`config.mk`:
```
export PLATFORM = sky130hd
export DESIGN_NAME = emspf_mapper
export DESIGN_NICKNAME = d
export VERILOG_FILES = /design/src/logic/emspf_pkg.sv /design/src/logic/emspf_page_mem.sv /design/src/logic/emspf_frame_dec.sv /design/src/logic/emspf_mapper.sv
export SDC_FILE = /design/constraint.sdc
export NUM_CORES = 1
export LEC_CHECK = 0
export CAP_MARGIN = 40
export CORE_ASPECT_RATIO = 0.75
export CORE_UTILIZATION = 35
export DETAILED_ROUTE_END_ITERATION = 16
export DONT_BUFFER_PORTS = 1
export GPL_TIMING_DRIVEN = 0
export SYNTH_ARGS = -nofsm -noshare
export SYNTH_HDL_FRONTEND = slang
export SYNTH_SLANG_ARGS = --single-unit
```
`constraint.sdc`:
```
create_clock -name i_clk -period 3.2 [get_ports i_clk]
set_clock_uncertainty 0.05 [all_clocks]
set_input_delay 0.16 -clock i_clk [delete_from_list [all_inputs] [get_ports i_clk]]
set_output_delay 0.16 -clock i_clk [all_outputs]
set_load 0.05 [all_outputs]
```
`src/logic/emspf_pkg.sv`:
```
// Shared constants, encodings and carrier types of the expanded-memory page mapper.
`default_nettype none
package emspf_pkg;
    // I/O port addresses of the block.
    localparam logic [15:0] CTRL_PORT = 16'h6872;
    localparam logic [15:0] PTR_PORT = 16'hE072;
    localparam logic [15:0] PAGE_PORT = 16'hE872;
    localparam logic [15:0] TEST_PORT = 16'hA872;

    // Field positions of the control port.
    localparam int CTRL_INC_BIT = 15;
    localparam int CTRL_LOC_HI = 14;
    localparam int CTRL_LOC_LO = 13;
    localparam int CTRL_EN_HI = 11;
    localparam int CTRL_EN_LO = 10;
    localparam int CTRL_APPLY_BIT = 7;
    localparam int CTRL_RSV_HI = 6;
    localparam int CTRL_RSV_LO = 0;

    // Field positions of the test, pointer and page ports.
    localparam int TEST_TRIG_BIT = 8;
    localparam int PTR_HI = 5;
    localparam int PTR_LO = 0;
    localparam int TAP_HI = 15;
    localparam int TAP_LO = 6;
    localparam int TAP_W = 10;
    localparam int PAGE_EN_BIT = 15;
    localparam int PAGE_RO_HI = 14;
    localparam int PAGE_RO_LO = 12;
    localparam int PAGE_EXT_BIT = 11;
    localparam int PAGE_NUM_HI = 11;
    localparam int PAGE_NUM_LO = 0;

    // Address layout of memory cycles.
    localparam int ADDR_W = 24;
    localparam int OFF_W = 14;
    localparam int WIN_HI = 19;
    localparam int WIN_LO = 14;
    localparam int HIGH_HI = 23;
    localparam int HIGH_LO = 20;
    localparam int RSV_ADDR_HI = 23;
    localparam int RSV_ADDR_LO = 17;
    localparam int PHYS_W = 26;

    // Window numbers, in 16 Kbyte units, and page register numbers.
    localparam logic [6:0] UPPER_BASE_WIN = 7'h31;
    localparam logic [6:0] FRAME_SLOTS = 7'h08;
    localparam logic [5:0] UPPER_ANCHOR_WIN = 6'h38;
    localparam logic [5:0] UPPER_FIRST_REG = 6'h20;
    localparam logic [5:0] LOWER_FIRST_WIN = 6'h08;
    localparam logic [5:0] LOWER_LAST_WIN = 6'h1F;
    localparam logic [5:0] LOW_BANK_FIRST_WIN = 6'h20;
    localparam logic [5:0] LOW_BANK_LAST_WIN = 6'h27;
    localparam int PAGE_REGS_DEF = 40;
    localparam int UPPER_RESET_BASE = 32;

    // Frame enable field encodings.
    typedef enum logic [1:0] {
        EMSPF_OFF = 2'h0,
        EMSPF_PROG = 2'h1,
        EMSPF_UPPER = 2'h2,
        EMSPF_ALL = 2'h3
    } emspf_frame_en_t;

    // Host I/O cycle.
    typedef struct packed {
        logic rd;
        logic wr;
        logic [15:0] addr;
        logic [15:0] wdata;
    } emspf_io_req_t;

    // Host memory cycle.
    typedef struct packed {
        logic valid;
        logic [ADDR_W-1:0] addr;
    } emspf_mem_req_t;

    // Translation result of one memory cycle.
    typedef struct packed {
        logic valid;
        logic hit;
        logic external;
        logic reserved;
        logic [PHYS_W-1:0] phys;
    } emspf_map_t;

    // Whole state of the mapper.
    typedef struct packed {
        logic inc;
        logic [1:0] base_sel;
        emspf_frame_en_t frame_en;
        logic apply;
        logic [6:0] rsv;
        logic test_trig;
        logic [5:0] ptr;
        logic rd_go;
        logic rd_page;
        logic [15:0] rd_hold;
        logic [15:0] rdata;
        logic rvalid;
        logic m_valid;
        logic m_upper;
        logic m_lower;
        logic m_rsv;
        logic [OFF_W-1:0] m_off;
        emspf_map_t map;
    } emspf_state_t;
endpackage : emspf_pkg
`default_nettype wire

```
`src/logic/emspf_page_mem.sv`:
```
// Page register storage with one write port and two registered read ports.
`timescale 1ns/1ps
`default_nettype none
module emspf_page_mem #(
    parameter int DEPTH = 40,
    parameter int WIDTH = 16,
    parameter int AW = 6,
    parameter int RESET_BASE = 32
) (
    input wire logic i_clk,
    input wire logic i_sys_rst,
    input wire logic i_we,
    input wire logic [AW-1:0] i_waddr,
    input wire logic [WIDTH-1:0] i_wdata,
    input wire logic [AW-1:0] i_host_addr,
    output logic [WIDTH-1:0] o_host_data,
    input wire logic [AW-1:0] i_map_addr,
    output logic [WIDTH-1:0] o_map_data
);
    typedef struct packed {
        logic [DEPTH-1:0][WIDTH-1:0] cells;
        logic [WIDTH-1:0] host_q;
        logic [WIDTH-1:0] map_q;
    } emspf_mem_state_t;

    emspf_mem_state_t state_reg;
    emspf_mem_state_t state_next;

    if (DEPTH < 1 || DEPTH > (1 << AW) || RESET_BASE > DEPTH) begin : g_bad
        $error("emspf_page_mem: depth does not fit the address width");
    end

    // Only the entries from the reset base upward are cleared by reset.
    always_comb begin
        state_next = state_reg;
        if (i_sys_rst) begin
            for (int i = RESET_BASE; i < DEPTH; i++) begin
                state_next.cells[i] = '0;
            end
            state_next.host_q = '0;
            state_next.map_q = '0;
        end else begin
            if (i_we && (int'(i_waddr) < DEPTH)) begin
                state_next.cells[i_waddr] = i_wdata;
            end
            state_next.host_q = (int'(i_host_addr) < DEPTH) ? state_reg.cells[i_host_addr] : '0;
            state_next.map_q = (int'(i_map_addr) < DEPTH) ? state_reg.cells[i_map_addr] : '0;
        end
    end

    always_ff @(posedge i_clk) begin
        state_reg <= state_next;
    end

    assign o_host_data = state_reg.host_q;
    assign o_map_data = state_reg.map_q;
endmodule : emspf_page_mem
`default_nettype wire

```
`src/logic/emspf_frame_dec.sv`:
```
// Decodes a memory address into an upper or lower page frame window and its page register.
`timescale 1ns/1ps
`default_nettype none
module emspf_frame_dec (
    input wire logic [emspf_pkg::ADDR_W-1:0] i_addr,
    input wire logic [1:0] i_base_select,
    output logic o_upper,
    output logic o_lower,
    output logic [5:0] o_index
);
    logic [5:0] win;
    logic below_1m;
    logic [6:0] base;
    logic [6:0] win_ext;
    logic [2:0] slot;

    always_comb begin
        win = i_addr[emspf_pkg::WIN_HI:emspf_pkg::WIN_LO];
        below_1m = (i_addr[emspf_pkg::HIGH_HI:emspf_pkg::HIGH_LO] == 4'h0);
        win_ext = {1'b0, win};
        base = emspf_pkg::UPPER_BASE_WIN + {5'h00, i_base_select};
        slot = win[2:0] - emspf_pkg::UPPER_ANCHOR_WIN[2:0];
        o_upper = below_1m && (win_ext >= base) && (win_ext < base + emspf_pkg::FRAME_SLOTS);
        o_lower = 1'b0;
        o_index = 6'h00;
        if (o_upper) begin
            o_index = emspf_pkg::UPPER_FIRST_REG + {3'h0, slot};
        end else if (below_1m && win >= emspf_pkg::LOWER_FIRST_WIN
                     && win <= emspf_pkg::LOWER_LAST_WIN) begin
            o_lower = 1'b1;
            o_index = win;
        end else if (below_1m && win >= emspf_pkg::LOW_BANK_FIRST_WIN
                     && win <= emspf_pkg::LOW_BANK_LAST_WIN) begin
            o_lower = 1'b1;
            o_index = win - emspf_pkg::LOW_BANK_FIRST_WIN;
        end
    end
endmodule : emspf_frame_dec
`default_nettype wire

```
`src/logic/emspf_mapper.sv`:
```
// Expanded-memory page frame mapper: control ports, page register pointer and frame translation.
`timescale 1ns/1ps
`default_nettype none
// What this block does
// - Boundary field bits 6..0 stand for address bits 23..17 of the expanded start.
// - The pointer indirectly selects which of forty page registers the page port reaches.
// - With increment set, the pointer advances after each page port read or write while the enable field is not off.
// - Pointer bits 5..0 are read-write; bits 15..6 are read-only, writes ignored.
// - In delay test mode, pointer bits 15..6 show the delay tap state.
// - Delay test mode follows bit 8 of the test enable port.
// - Upper windows map to register 32 plus window minus 38h, modulo eight.
// - Lower windows 20000h-7FFFFh map to 8..31, 80000h-9FFFFh to 0..7.
// - Upper registers 32..39 are each gated by their own enable bit 15.
// - Registers 0..31 are enabled as a group when the enable field is 11.
// - Enable field: off, programming only, upper frames, upper and lower frames.
// - Base select picks the upper block start at C4000h, C8000h, CC000h or D0000h.
// - The boundary reserves memory above it only while its apply bit is set.
// - A frame hit yields page number times 16 Kbyte plus the low 14 address bits.
module emspf_mapper #(
    parameter int PAGE_REGS = emspf_pkg::PAGE_REGS_DEF
) (
    input wire logic i_clk,
    input wire logic i_sys_rst,
    input wire emspf_pkg::emspf_io_req_t i_io,
    output logic [15:0] o_io_rdata,
    output logic o_io_rvalid,
    input wire emspf_pkg::emspf_mem_req_t i_mem,
    output var emspf_pkg::emspf_map_t o_map,
    input wire logic [emspf_pkg::TAP_W-1:0] i_delay_tap_state,
    output logic o_delay_test_trigger
);
    localparam logic [6:0] REGS_N = 7'(PAGE_REGS);

    if (PAGE_REGS < emspf_pkg::PAGE_REGS_DEF || PAGE_REGS > 64) begin : g_bad
        $error("emspf_mapper: page register count must lie between 40 and 64");
    end

    emspf_pkg::emspf_state_t state_reg;
    emspf_pkg::emspf_state_t state_next;

    logic sel_ctrl;
    logic sel_ptr;
    logic sel_page;
    logic sel_test;
    logic prog_ok;
    logic in_range;
    logic page_acc;
    logic mem_we;
    logic [15:0] mem_wdata;
    logic [15:0] host_page;
    logic [15:0] map_page;
    logic dec_upper;
    logic dec_lower;
    logic [5:0] dec_index;
    logic [15:0] ctrl_view;
    logic [15:0] ptr_view;
    logic [15:0] test_view;
    logic en_ok;

    emspf_frame_dec u_dec (
        .i_addr(i_mem.addr),
        .i_base_select(state_reg.base_sel),
        .o_upper(dec_upper),
        .o_lower(dec_lower),
        .o_index(dec_index)
    );

    emspf_page_mem #(
        .DEPTH(PAGE_REGS),
        .WIDTH(16),
        .AW(6),
        .RESET_BASE(emspf_pkg::UPPER_RESET_BASE)
    ) u_mem (
        .i_clk(i_clk),
        .i_sys_rst(i_sys_rst),
        .i_we(mem_we),
        .i_waddr(state_reg.ptr),
        .i_wdata(mem_wdata),
        .i_host_addr(state_reg.ptr),
        .o_host_data(host_page),
        .i_map_addr(dec_index),
        .o_map_data(map_page)
    );

    // Port decode and access qualification.
    always_comb begin
        sel_ctrl = (i_io.addr == emspf_pkg::CTRL_PORT);
        sel_ptr = (i_io.addr == emspf_pkg::PTR_PORT);
        sel_page = (i_io.addr == emspf_pkg::PAGE_PORT);
        sel_test = (i_io.addr == emspf_pkg::TEST_PORT);
        prog_ok = (state_reg.frame_en != emspf_pkg::EMSPF_OFF);
        in_range = ({1'b0, state_reg.ptr} < REGS_N);
        page_acc = (i_io.rd || i_io.wr) && sel_page && prog_ok;
        mem_we = i_io.wr && sel_page && prog_ok && in_range;
        mem_wdata = i_io.wdata;
        mem_wdata[emspf_pkg::PAGE_RO_HI:emspf_pkg::PAGE_RO_LO] = 3'h0;
    end

    // Read-back views of the ports.
    always_comb begin
        ctrl_view = 16'h0000;
        ctrl_view[emspf_pkg::CTRL_INC_BIT] = state_reg.inc;
        ctrl_view[emspf_pkg::CTRL_LOC_HI:emspf_pkg::CTRL_LOC_LO] = state_reg.base_sel;
        ctrl_view[emspf_pkg::CTRL_EN_HI:emspf_pkg::CTRL_EN_LO] = state_reg.frame_en;
        ctrl_view[emspf_pkg::CTRL_APPLY_BIT] = state_reg.apply;
        ctrl_view[emspf_pkg::CTRL_RSV_HI:emspf_pkg::CTRL_RSV_LO] = state_reg.rsv;
        ptr_view = 16'h0000;
        ptr_view[emspf_pkg::PTR_HI:emspf_pkg::PTR_LO] = state_reg.ptr;
        if (state_reg.test_trig) begin
            ptr_view[emspf_pkg::TAP_HI:emspf_pkg::TAP_LO] = i_delay_tap_state;
        end
        test_view = 16'h0000;
        test_view[emspf_pkg::TEST_TRIG_BIT] = state_reg.test_trig;
    end

    // Next-state logic of the whole block.
    always_comb begin
        state_next = state_reg;
        en_ok = 1'b0;
        if (i_sys_rst) begin
            state_next = '0;
            state_next.frame_en = emspf_pkg::EMSPF_OFF;
        end else begin
            // Register writes.
            if (i_io.wr && sel_ctrl) begin
                state_next.inc = i_io.wdata[emspf_pkg::CTRL_INC_BIT];
                state_next.base_sel = i_io.wdata[emspf_pkg::CTRL_LOC_HI:emspf_pkg::CTRL_LOC_LO];
                state_next.frame_en = emspf_pkg::emspf_frame_en_t'(
                    i_io.wdata[emspf_pkg::CTRL_EN_HI:emspf_pkg::CTRL_EN_LO]);
                state_next.apply = i_io.wdata[emspf_pkg::CTRL_APPLY_BIT];
                state_next.rsv = i_io.wdata[emspf_pkg::CTRL_RSV_HI:emspf_pkg::CTRL_RSV_LO];
            end
            if (i_io.wr && sel_test) begin
                state_next.test_trig = i_io.wdata[emspf_pkg::TEST_TRIG_BIT];
            end
            if (i_io.wr && sel_ptr) begin
                state_next.ptr = i_io.wdata[emspf_pkg::PTR_HI:emspf_pkg::PTR_LO];
            end else if (page_acc && state_reg.inc) begin
                state_next.ptr = state_reg.ptr + 6'h01;
            end

            // Register reads answer two cycles after the strobe.
            state_next.rd_go = i_io.rd && (sel_ctrl || sel_ptr || sel_page || sel_test);
            state_next.rd_page = i_io.rd && sel_page && prog_ok && in_range;
            state_next.rd_hold = 16'h0000;
            if (sel_ctrl) begin
                state_next.rd_hold = ctrl_view;
            end else if (sel_ptr) begin
                state_next.rd_hold = ptr_view;
            end else if (sel_test) begin
                state_next.rd_hold = test_view;
            end
            state_next.rdata = state_reg.rd_page ? host_page : state_reg.rd_hold;
            state_next.rvalid = state_reg.rd_go;

            // Translation, first stage: window decode and page register lookup.
            state_next.m_valid = i_mem.valid;
            state_next.m_upper = dec_upper && state_reg.frame_en[1];
            state_next.m_lower = dec_lower
                && (state_reg.frame_en == emspf_pkg::EMSPF_ALL);
            state_next.m_off = i_mem.addr[emspf_pkg::OFF_W-1:0];
            state_next.m_rsv = state_reg.apply
                && (i_mem.addr[emspf_pkg::RSV_ADDR_HI:emspf_pkg::RSV_ADDR_LO]
                > state_reg.rsv);

            // Translation, second stage: enable check and physical address.
            en_ok = state_reg.m_lower
                || (state_reg.m_upper && map_page[emspf_pkg::PAGE_EN_BIT]);
            state_next.map.valid = state_reg.m_valid;
            state_next.map.hit = state_reg.m_valid && en_ok;
            state_next.map.external = state_reg.m_valid && en_ok
                && map_page[emspf_pkg::PAGE_EXT_BIT];
            state_next.map.reserved = state_reg.m_valid && state_reg.m_rsv;
            state_next.map.phys = {map_page[emspf_pkg::PAGE_NUM_HI:emspf_pkg::PAGE_NUM_LO],
                                   state_reg.m_off};
        end
    end

    always_ff @(posedge i_clk) begin
        state_reg <= state_next;
    end

    assign o_io_rdata = state_reg.rdata;
    assign o_io_rvalid = state_reg.rvalid;
    assign o_map = state_reg.map;
    assign o_delay_test_trigger = state_reg.test_trig;
endmodule : emspf_mapper
`default_nettype wire

```
# Yosys cells after proc, flatten, opt, wreduce, memory -nomap -nowiden
# Cells that the tools add are included.
dict set report word_totals {
  output_inout_bits 48
  elab_cells 151
  ff_bits 775
}
dict set report classes {
  magnitude_cmp 13
  mux 20
  reduce_logical 40
  n_addsub 5
  eq_ne 5
  bitwise 3
}
# cell n
set op_table {}
lappend op_table {{640-bit bitwise mux} 1}
lappend op_table {{16-bit binary-select mux with 6-bit select} 2}
lappend op_table {{16-bit demux with 6-bit select} 1}
lappend op_table {{16-bit 2-to-1 mux} 6}
lappend op_table {{16-bit equality test, second input constant} 3}
lappend op_table {{6-bit 2-to-1 mux} 5}
lappend op_table {{1-bit logical AND} 28}
lappend op_table {{6-bit < comparator, second input constant} 3}
lappend op_table {{16-bit by 15-bit equality test with 1-bit output, second input constant} 1}
lappend op_table {{6-bit by 7-bit < comparator with 1-bit output, second input constant} 2}
lappend op_table {{10-bit 2-to-1 mux} 1}
lappend op_table {{9-bit 2-to-1 mux} 1}
lappend op_table {{6-bit by 2-bit adder with 7-bit output, first input constant} 1}
lappend op_table {{7-bit by 4-bit adder with 7-bit output, second input constant} 1}
lappend op_table {{6-bit by 7-bit >= comparator with 1-bit output} 1}
lappend op_table {{7-bit greater-than comparator} 1}
lappend op_table {{6-bit by 7-bit < comparator with 1-bit output} 1}
lappend op_table {{6-bit by 1-bit adder with 6-bit output, second input constant} 1}
lappend op_table {{6-bit by 3-bit adder with 6-bit output, first input constant} 1}
lappend op_table {{6-bit by 1-bit >= comparator with 1-bit output, second input constant} 1}
lappend op_table {{6-bit by 4-bit >= comparator with 1-bit output, second input constant} 1}
lappend op_table {{6-bit >= comparator, second input constant} 1}
lappend op_table {{6-bit by 5-bit less-or-equal comparator with 1-bit output, second input constant} 1}
lappend op_table {{6-bit less-or-equal comparator, second input constant} 1}
lappend op_table {{other kinds (9)} 20}

# Longest topological paths before layout
# Gate-level depths: netlist (run 1).
dict set report logic_depth {
  ltp_word 9
  ltp_mapped 15
}

# Modules after synthesis
# A second synthesis (run 1) with hierarchy kept.
dict set report unflattened {
  hier_cells 2509
  hier_area_um2 35826.9
}
# module cells_per_inst area_per_inst_um2 instances seq_area_each_um2
set modules_own_cells {}
lappend modules_own_cells {emspf_page_mem 2067 31529.0 1 18577.8}
lappend modules_own_cells {emspf_mapper 412 4051.4 1 2062.0}
lappend modules_own_cells {emspf_frame_dec 30 246.5 1 0.0}

# Worst setup path after synthesis (run 1)
# No wires, ideal clock.
dict set report synth_timing {
  kind {input to register}
  start {input i_mem[14] (netlist name)}
  end {register u_mem.state_reg (netlist bit u_mem.o_map_data[10])}
  setup_ns 0.139
  required_ns 3.011
  stages 13
  setup_slack_ns -0.087
  path_buffers 4
  arrival_ns 3.097
  path_cell_list {buf_2 -> clkbuf_1 -> inv_1 -> clkbuf_1 -> ha_1 -> nand2b_1 -> a2111oi_2 -> o31ai_2 -> nand2_2 -> buf_6 -> mux2_2 -> a221oi_1 -> a221oi_1}
}
dict set report synth_via {
  elab_chain_cells 9
  word_cells_on_any_way 22
}
# item line_no
set synth_rtl {}
lappend synth_rtl {{from (decl)} emspf_mapper.sv:27} ;# input wire emspf_pkg::emspf_mem_req_t i_mem,
lappend synth_rtl {{6-bit >= comparator} emspf_frame_dec.sv:32} ;# end else if (below_1m && win >= emspf_pkg::LOW_BANK_FIRST_WIN
lappend synth_rtl {{1-bit logical AND} emspf_frame_dec.sv:32}
lappend synth_rtl {{1-bit logical AND} emspf_frame_dec.sv:33} ;# && win <= emspf_pkg::LOW_BANK_LAST_WIN) begin
lappend synth_rtl {{6-bit 2-to-1 mux} emspf_frame_dec.sv:32}
lappend synth_rtl {{6-bit 2-to-1 mux} emspf_frame_dec.sv:28} ;# end else if (below_1m && win >= emspf_pkg::LOWER_FIRST_WIN
lappend synth_rtl {{6-bit 2-to-1 mux *} emspf_frame_dec.sv:26} ;# if (o_upper) begin
lappend synth_rtl {{parallel branches: the longest is 3 deep, another holds 16-bit binary-select mux with 6-bit select} --}
lappend synth_rtl {{to (signal assigned)} emspf_page_mem.sv:52} ;# state_reg <= state_next;
lappend synth_rtl {{to (decl)} emspf_page_mem.sv:26} ;# emspf_mem_state_t state_reg;
# Every way passes the cells marked *. The select of a mux whose other input is x is not followed.
# A chain may end at the register's enable or synchronous reset.

# Final worst setup path (run 1)
dict set report layout_timing {
  start {register state_reg (netlist bit ctrl_view[13])}
  end {register u_mem.state_reg (netlist bit u_mem.o_map_data[8])}
}
dict set report layout_via {
  elab_chain_cells 8
  word_cells_on_any_way 12
}
# item line_no
set layout_rtl {}
lappend layout_rtl {{from (decl)} emspf_mapper.sv:38} ;# emspf_pkg::emspf_state_t state_reg;
lappend layout_rtl {{from (signal assigned)} emspf_mapper.sv:180} ;# state_reg <= state_next;
lappend layout_rtl {{6-bit by 2-bit adder with 7-bit output *} emspf_frame_dec.sv:21} ;# base = emspf_pkg::UPPER_BASE_WIN + {5'h00, i_base_select};
lappend layout_rtl {{7-bit by 4-bit adder with 7-bit output / 6-bit by 7-bit >= comparator with 1-bit output (equally long branches)} emspf_frame_dec.sv:23} ;# o_upper = below_1m && (win_ext >= base) && (win_ext < base + emspf_pkg::FRAME_SLOTS);
lappend layout_rtl {{6-bit by 7-bit < comparator with 1-bit output / 1-bit logical AND (equally long branches)} emspf_frame_dec.sv:23}
lappend layout_rtl {{1-bit logical AND *} emspf_frame_dec.sv:23}
lappend layout_rtl {{6-bit 2-to-1 mux *} emspf_frame_dec.sv:26}
lappend layout_rtl {{parallel branches: the longest is 3 deep, another holds 16-bit binary-select mux with 6-bit select} --}
# Marked as above.

==> impl_metrics.toml, run 1 <==
[setup_path]
crit_path_start = "ctrl_view[13]"
cp_num_buf_inv = 3
crit_family = "compound AO/OA/AOI/OAI gates"
r2r_setup_slack_ns = -0.77
critical_path.max_fanout = 5
worstReg2RegStart = "ctrl_view[13]"
cp-end-kind = "flip-flop"
critPathLaunchType = "flip-flop"
cp_cell_sequence = "ha_4 -> inv_2 -> ha_4 -> nor2b_4 -> o211a_4 -> o31ai_4 -> buf_6 -> buf_12 -> a21oi_2 -> o211ai_1 -> nand4_1 -> a221oi_2"
crit_type = "reg2reg"
worstPathRequired_ns = 3.68
critPathMaxStageDelay_ns = 0.61
crit_top_cell = "ha_4"
cp_slowest_cell = "nand4_1"
arrival_ns = 4.45

[logic_synthesis]
synth_edf_count = 416
avgSynthCellArea_um2 = 11.5
synthCells = 2557
yosys-top-cells-area = "edfxtp_1 (42%), dfxtp_1 (16%), a22oi_1 (6.6%), mux2i_1 (4.0%), nand2_1 (3.5%)"
synth-simple-area-share = 0.111
synthMuxAreaShare = 0.0731
synth_xor_area_frac = 0.000595
ys_seq_area_frac = 0.583
ys.flop_type = "edfxtp_1"
synthDistinctLibCells = 86
synth_top_family_by_area = "compound AO/OA/AOI/OAI gates"
yosysWarnings = 0
yosysTopAreaCell = "edfxtp_1"
yosysTopAreaCellShare = 0.425
synth-seq-cells = 649
synth-adder-area-share = 0.00544
synth_fp_nets = 2640
synth_area_um2 = 29400
synth_compound_area_frac = 0.178
synth-async-reset-ratio = 0

[global_route]
first_global_vias = 24900
grt-ovfl-total = 0
grtUsageTotal = 0.363
grt_max_degree = 34
grt_pass1_wl_um = 210000
antenna_found_initial = 13

[flow_run]
cap_violations = 0

[detailed_routing]
wire_per_inst_um = 38.6
drc = 0
viasPerCell = 6.59
dr.pass1.iters = 9
route.vias.total = 27000
ant_nets = 0
wirelength_um = 158000
drt_iter0_drc = 5163

[final_layout]
largest_reg_flops = 520
final_area_um2 = 37800
utilization = 0.457
nNetsFinal = 2993
drive_gt1_frac = 0.232
n_fill_cell = 7522
area_delta_synth_final_pct = 28.6

[die]
dieArea_um2 = 85200
die_x_um = 337
fp-row-count = 91
start_util = 0.355
pin_count = 119
die_h_um = 253
core_area_um2 = 82800

[power]
p_per_area_nw_per_um2 = 495
p_leak_nw = 12.5
combPwrFrac = 0.066
p_int_mw = 14.1
pwr-share-clk = 0.457
power_switching_mw = 4.60
ir_worst_vdd_mv = 0.343
pwr-share-seq = 0.477
switching_share = 0.245

[sta]
drv_slew = 0
slew_headroom = 0.318
worst_pin_slew_ns = 1.02
setup_viol = 19
fin_ws_ns = -0.766
rsz0062_at_grt = "yes"
hold_viol = 0
fin_worst_hold_slack_ns = 0.0217
tns_ns = -7.89
period_needed_ns = 3.97
max_freq_ghz = 0.252
finalCritPeriodShare = 1.24

[clocking]
clock-sinks = 649
root_buffer = "clkbuf_16"
clock_path_buffers = 3
path_clk_slew_ns = 0.06
cts_tree = "done"
cts_buffers = 69
clock_latency_ns = 0.67
h-tree-depth = 3

[placement]
numPortBuffers = 0
pre_cts_slack_ns = -2.82
gp_congestion = 1.04
dp_hpwl_um = 118000
placed_area_um2 = 32900

[worst_hold_path]
worstHoldPathType = "in2reg"
hp-start = "i_io[19]"

[outcome]
status = "finished, violations left"
violations = "setup timing"
==> through the flow <==
step / instances / power [mW]
2_1_floorplan: 2557 / 9.56
3_3_place_gp: 3673 / 9.94
3_5_place_dp: 3820 / 10.0
4_1_cts: 4058 / 18.7
5_1_grt: 4082 / 19.1
6_report: 4089 / 18.7
==> path summary, 6_finish.rpt <==
| check | endpoint | depth (start not counted) |
|---|---|---|
| hold reg to reg | o_io_rdata[12] | 1 |
| hold / removal | ctrl_view[15] | 5 |
| setup reg to reg | u_mem.o_map_data[8] | 12 |
| setup / recovery | u_mem.o_map_data[8] | 12 |
==> layout make-up <==
type / count / area [µm²] / share of cell area
clock buffers: 85 / 1950 / 0.0516
diodes: 8 / 20.0 / 0.000529
repair buffers: 290 / 3430 / 0.0907
inverters: 23 / 90.1 / 0.00238
clock inverters: 41 / 443 / 0.0117
plain buffers: 262 / 1560 / 0.0412
multi-input cells: 1615 / 11800 / 0.311
flip-flops and latches: 649 / 17200 / 0.454
well taps: 1116 / 1400 / 0.0369
==> power by group through the flow <==
stage | Sequential (mW) | Combinational, mW | Clock (mW)
after detailed placement | 9.12 | 0.899 | 0
final | 8.93 | 1.23 | 8.56
after global placement | 9.12 | 0.826 | 0
after global routing | 8.93 | 1.23 | 8.91
after CTS | 8.93 | 1.15 | 8.60
after floorplan | 9.12 | 0.446 | 0
==> logic make-up (layout without fill, tap and decap cells) <==
| logic type | count (synthesis) | in the layout |
|---|---|---|
| simple gates | 672 | 672 |
| other cells | 0 | 8 |
| compound gates | 750 | 750 |
| fa+ha+maj | 13 | 13 |
| buf+inv | 293 | 701 |
| xor+xnor | 2 | 2 |
| mux | 178 | 178 |
| flops | 649 | 649 |
==> repair_timing <==
action,4_1_cts,5_1_grt
hold endpoints to repair,521,0
pin swaps,58,42
hold buffers,75,0
gates resized for setup,222,45
setup buffers,45,19
setup endpoints to repair,385,247
==> layout by cell type, fill, tap and decap left out, types with 13 or more instances in the layout <==
| master | Yosys | final |
|---|---|---|
| nor2b_1 | 53 | 51 |
| dfxtp_1 | 233 | 228 |
| o211ai_1 | 17 | 17 |
| nand2_1 | 272 | 268 |
| a22oi_1 | 259 | 255 |
| edfxtp_1 | 416 | 416 |
| buf_2 | 20 | 24 |
| buf_1 | 25 | 19 |
| nor2_4 | 8 | 34 |
| inv_1 | 22 | 20 |
| mux2_2 | 35 | 35 |
| nor2_1 | 120 | 88 |
| a21oi_1 | 190 | 178 |
| buf_12 | 0 | 27 |
| o32ai_1 | 14 | 13 |
| nand4_1 | 64 | 64 |
| nor3_1 | 36 | 28 |
| o31ai_1 | 15 | 13 |
| clkbuf_1 | 156 | 127 |
| buf_6 | 9 | 66 |
| clkbuf_8 | 0 | 13 |
| buf_8 | 0 | 85 |
| a22o_1 | 23 | 23 |
| a221oi_1 | 40 | 29 |
| clkbuf_16 | 0 | 73 |
| clkbuf_2 | 0 | 13 |
| mux4_2 | 26 | 26 |
| o21ai_0 | 50 | 45 |
| mux2i_1 | 117 | 117 |
| dlygate4sd3_1 | 0 | 63 |
| nand3_1 | 28 | 28 |
| buf_4 | 60 | 119 |
==> per-layer routing <==
layer | share of wire | up-vias | wire length, µm | GRT usage
li1 | - | 10600 | - | -
met1 | 0.39 | 13300 | 61900 | 0.498
met2 | 0.38 | 2561 | 59300 | 0.466
met3 | 0.18 | 474 | 28300 | 0.186
met4 | 0.050 | 18 | 7920 | 0.158
met5 | 0.0025 | - | 395 | 0.00920
==> worst min-delay path, stage by stage <==
cell and delay [ns]:
nor2_1 0.03, and3_1 0.15, clkbuf_1 0.17, nand3_1 0.12, a21oi_1 0.06
==> synthesized netlist by cell type (10+ instances only) <==
library cell	number
or3_1	11
a31oi_1	15
mux2_2	35
inv_1	22
a311oi_1	14
o211ai_1	17
ha_1	12
and2_1	11
nor2b_1	53
a22oi_1	259
nand2_1	272
o2111ai_1	13
edfxtp_1	416
nor3_1	36
mux2i_1	117
a221oi_1	40
nor2_1	120
a22o_1	23
buf_2	20
mux4_2	26
clkbuf_1	156
a41oi_1	14
and3_1	10
buf_1	25
o31ai_1	15
o32ai_1	14
a21oi_1	190
buf_4	60
nand3_1	28
dfxtp_1	233
o21ai_0	50
nand4_1	64
Note: power is estimated with default switching activity, not from simulation.
==> run 2: changes to the inputs <==
--- a/config.mk
+++ b/config.mk
@@ -11,6 +11,7 @@
 export DETAILED_ROUTE_END_ITERATION = 16
 export DONT_BUFFER_PORTS = 1
 export GPL_TIMING_DRIVEN = 0
+export RECOVER_POWER = 100
 export SYNTH_ARGS = -nofsm -noshare
 export SYNTH_HDL_FRONTEND = slang
 export SYNTH_SLANG_ARGS = --single-unit
==> impl_metrics.toml, run 2 (same netlist as run 1, synthesis figures left out) <==
[setup_path]
r2r_setup_slack_ns = -0.79
critPathLaunchType = "flip-flop"
worstReg2RegStart = "ctrl_view[13]"
cp-end-kind = "flip-flop"
crit_type = "reg2reg"
r2r_cells = 12
worstPathRequired_ns = 3.70
regToRegEndpoint = "u_mem.o_map_data[9]"
arrival_ns = 4.49
critical_path.max_fanout = 6

[detailed_routing]
dr.pass1.iters = 8
wire_per_inst_um = 38.6
viasPerCell = 6.58
route.vias.total = 26900
wirelength_um = 158000
ant_nets = 0
drt_iter0_drc = 5190
drc = 0

[placement]
placed_area_um2 = 32900
numPortBuffers = 0
dp_hpwl_um = 118000
gp_congestion = 1.04

[sta]
fin_ws_ns = -0.785
slew_headroom = -0.284
max_freq_ghz = 0.251
setup_viol = 517
rsz0062_at_grt = "yes"
finalCritPeriodShare = 1.25
period_needed_ns = 3.99
drv_slew = 369
fin_worst_hold_slack_ns = 0.0273
worst_pin_slew_ns = 1.93
hold_viol = 0

[worst_hold_path]
hp-start = "i_io[19]"
holdPathEnd = "ctrl_view[15]"
hold-path-cell-count = 5
worstHoldPathType = "in2reg"

[global_route]
first_global_vias = 24900
grt_max_degree = 34
antenna_found_initial = 14
grtUsageTotal = 0.363
grt_pass1_wl_um = 210000
grt-ovfl-total = 0

[power]
p_per_area_nw_per_um2 = 500
combPwrFrac = 0.063
power_switching_mw = 4.59
switching_share = 0.246
p_leak_nw = 12.1
p_int_mw = 14.1
pwr-share-clk = 0.458
pwr-share-seq = 0.478
ir_worst_vdd_mv = 0.344

[die]
die_x_um = 337
dieArea_um2 = 85200
die_h_um = 253
pin_count = 119
start_util = 0.355
core_area_um2 = 82800
fp-row-count = 91

[clocking]
clock-sinks = 649
cts_buffers = 69
path_clk_slew_ns = 0.06
h-tree-depth = 3
root_buffer = "clkbuf_16"
clock_path_buffers = 3
cts_tree = "done"
clock_latency_ns = 0.67

[final_layout]
final_common_cell = "edfxtp_1"
area_delta_synth_final_pct = 27.0
drive_gt1_frac = 0.209
final_area_um2 = 37400
final_cell_mix = "edfxtp_1 (416), nand2_1 (268), a22oi_1 (255)"
nNetsFinal = 2993
largest_reg_flops = 520
n_fill_cell = 7609

[flow_run]
cap_violations = 11

[outcome]
violations = "capacitance limit, slew limit, setup timing"
status = "finished, violations left"
run 2: what timing repair did:
item / in CTS / in global routing
endpoints found under the setup margin: 385 / 247
hold buffers: 75 / 0
hold endpoints to repair: 521 / 0
pin swaps: 58 / 42
resized for setup: 222 / 45
setup buffers: 45 / 19
run 2: power by group through the flow:
stage	sequential (mW)	combinational, mW	clock (mW)
after global placement	9.12	0.826	0
after global routing	8.93	1.18	8.91
after CTS	8.93	1.15	8.60
after floorplan	9.12	0.446	0
final	8.94	1.19	8.56
after detailed placement	9.12	0.899	0
run 2: metrics by stage:
stage          setup TNS [ns]  instances  worst slack, ns  power (mW)  utilization
6_report              -145.02       4084           -0.785        18.7        0.451
5_1_grt               -166.39       4082           -0.704        19.0        0.451
4_1_cts                 -4.09       4058           -0.453        18.7        0.453
3_5_place_dp          -167.23       3820            -2.82        10.0        0.397
3_3_place_gp          -578.04       3673            -3.81        9.94        0.373
2_1_floorplan               0       2557           0.0280        9.56            -
run 2: how the worst max path moves through the flow:
stage	startpoint	to	cells past startpoint
2_1_floorplan	i_mem[14]	u_mem.o_map_data[7]	14
3_3_place_gp	i_mem[14]	u_mem.o_map_data[15]	13
3_5_place_dp	i_mem[14]	u_mem.o_map_data[11]	16
4_1_cts	ctrl_view[13]	u_mem.o_map_data[8]	12
5_1_grt	ctrl_view[13]	u_mem.o_map_data[3]	13
6_report	ctrl_view[13]	u_mem.o_map_data[9]	12
run 2: worst max-delay path: stages (launching register included):
cell and delay (ns):
dfxtp_4 0.40, ha_4 0.28, inv_2 0.04, ha_4 0.22, nor2b_4 0.13, o211a_4 0.30, o31ai_4 0.30, buf_6 0.19
buf_12 0.13, a21oi_2 0.05, o211ai_1 0.59, nand4_1 0.69, a221oi_2 0.49
run 2: final cells by class:
cell class / instances / area, µm² / area share
antenna: 3 / 7.51 / 0.000201
sequential: 649 / 17200 / 0.460
clock buffer: 85 / 1950 / 0.0522
buffer: 262 / 1370 / 0.0367
tap: 1116 / 1400 / 0.0374
inverter: 23 / 90.1 / 0.00241
multi-input combinational: 1615 / 11800 / 0.314
clock inverter: 41 / 443 / 0.0119
timing repair buffer: 290 / 3180 / 0.0852
run 2: layer usage:
| layer | vias to the layer above | part of all wire | GRT usage | routed length [µm] |
|---|---|---|---|---|
| li1 | 10500 | - | - | - |
| met3 | 485 | 0.18 | 0.186 | 28400 |
| met2 | 2545 | 0.37 | 0.466 | 58900 |
| met1 | 13300 | 0.39 | 0.498 | 61900 |
| met5 | - | 0.0025 | 0.00920 | 401 |
| met4 | 18 | 0.051 | 0.158 | 8070 |
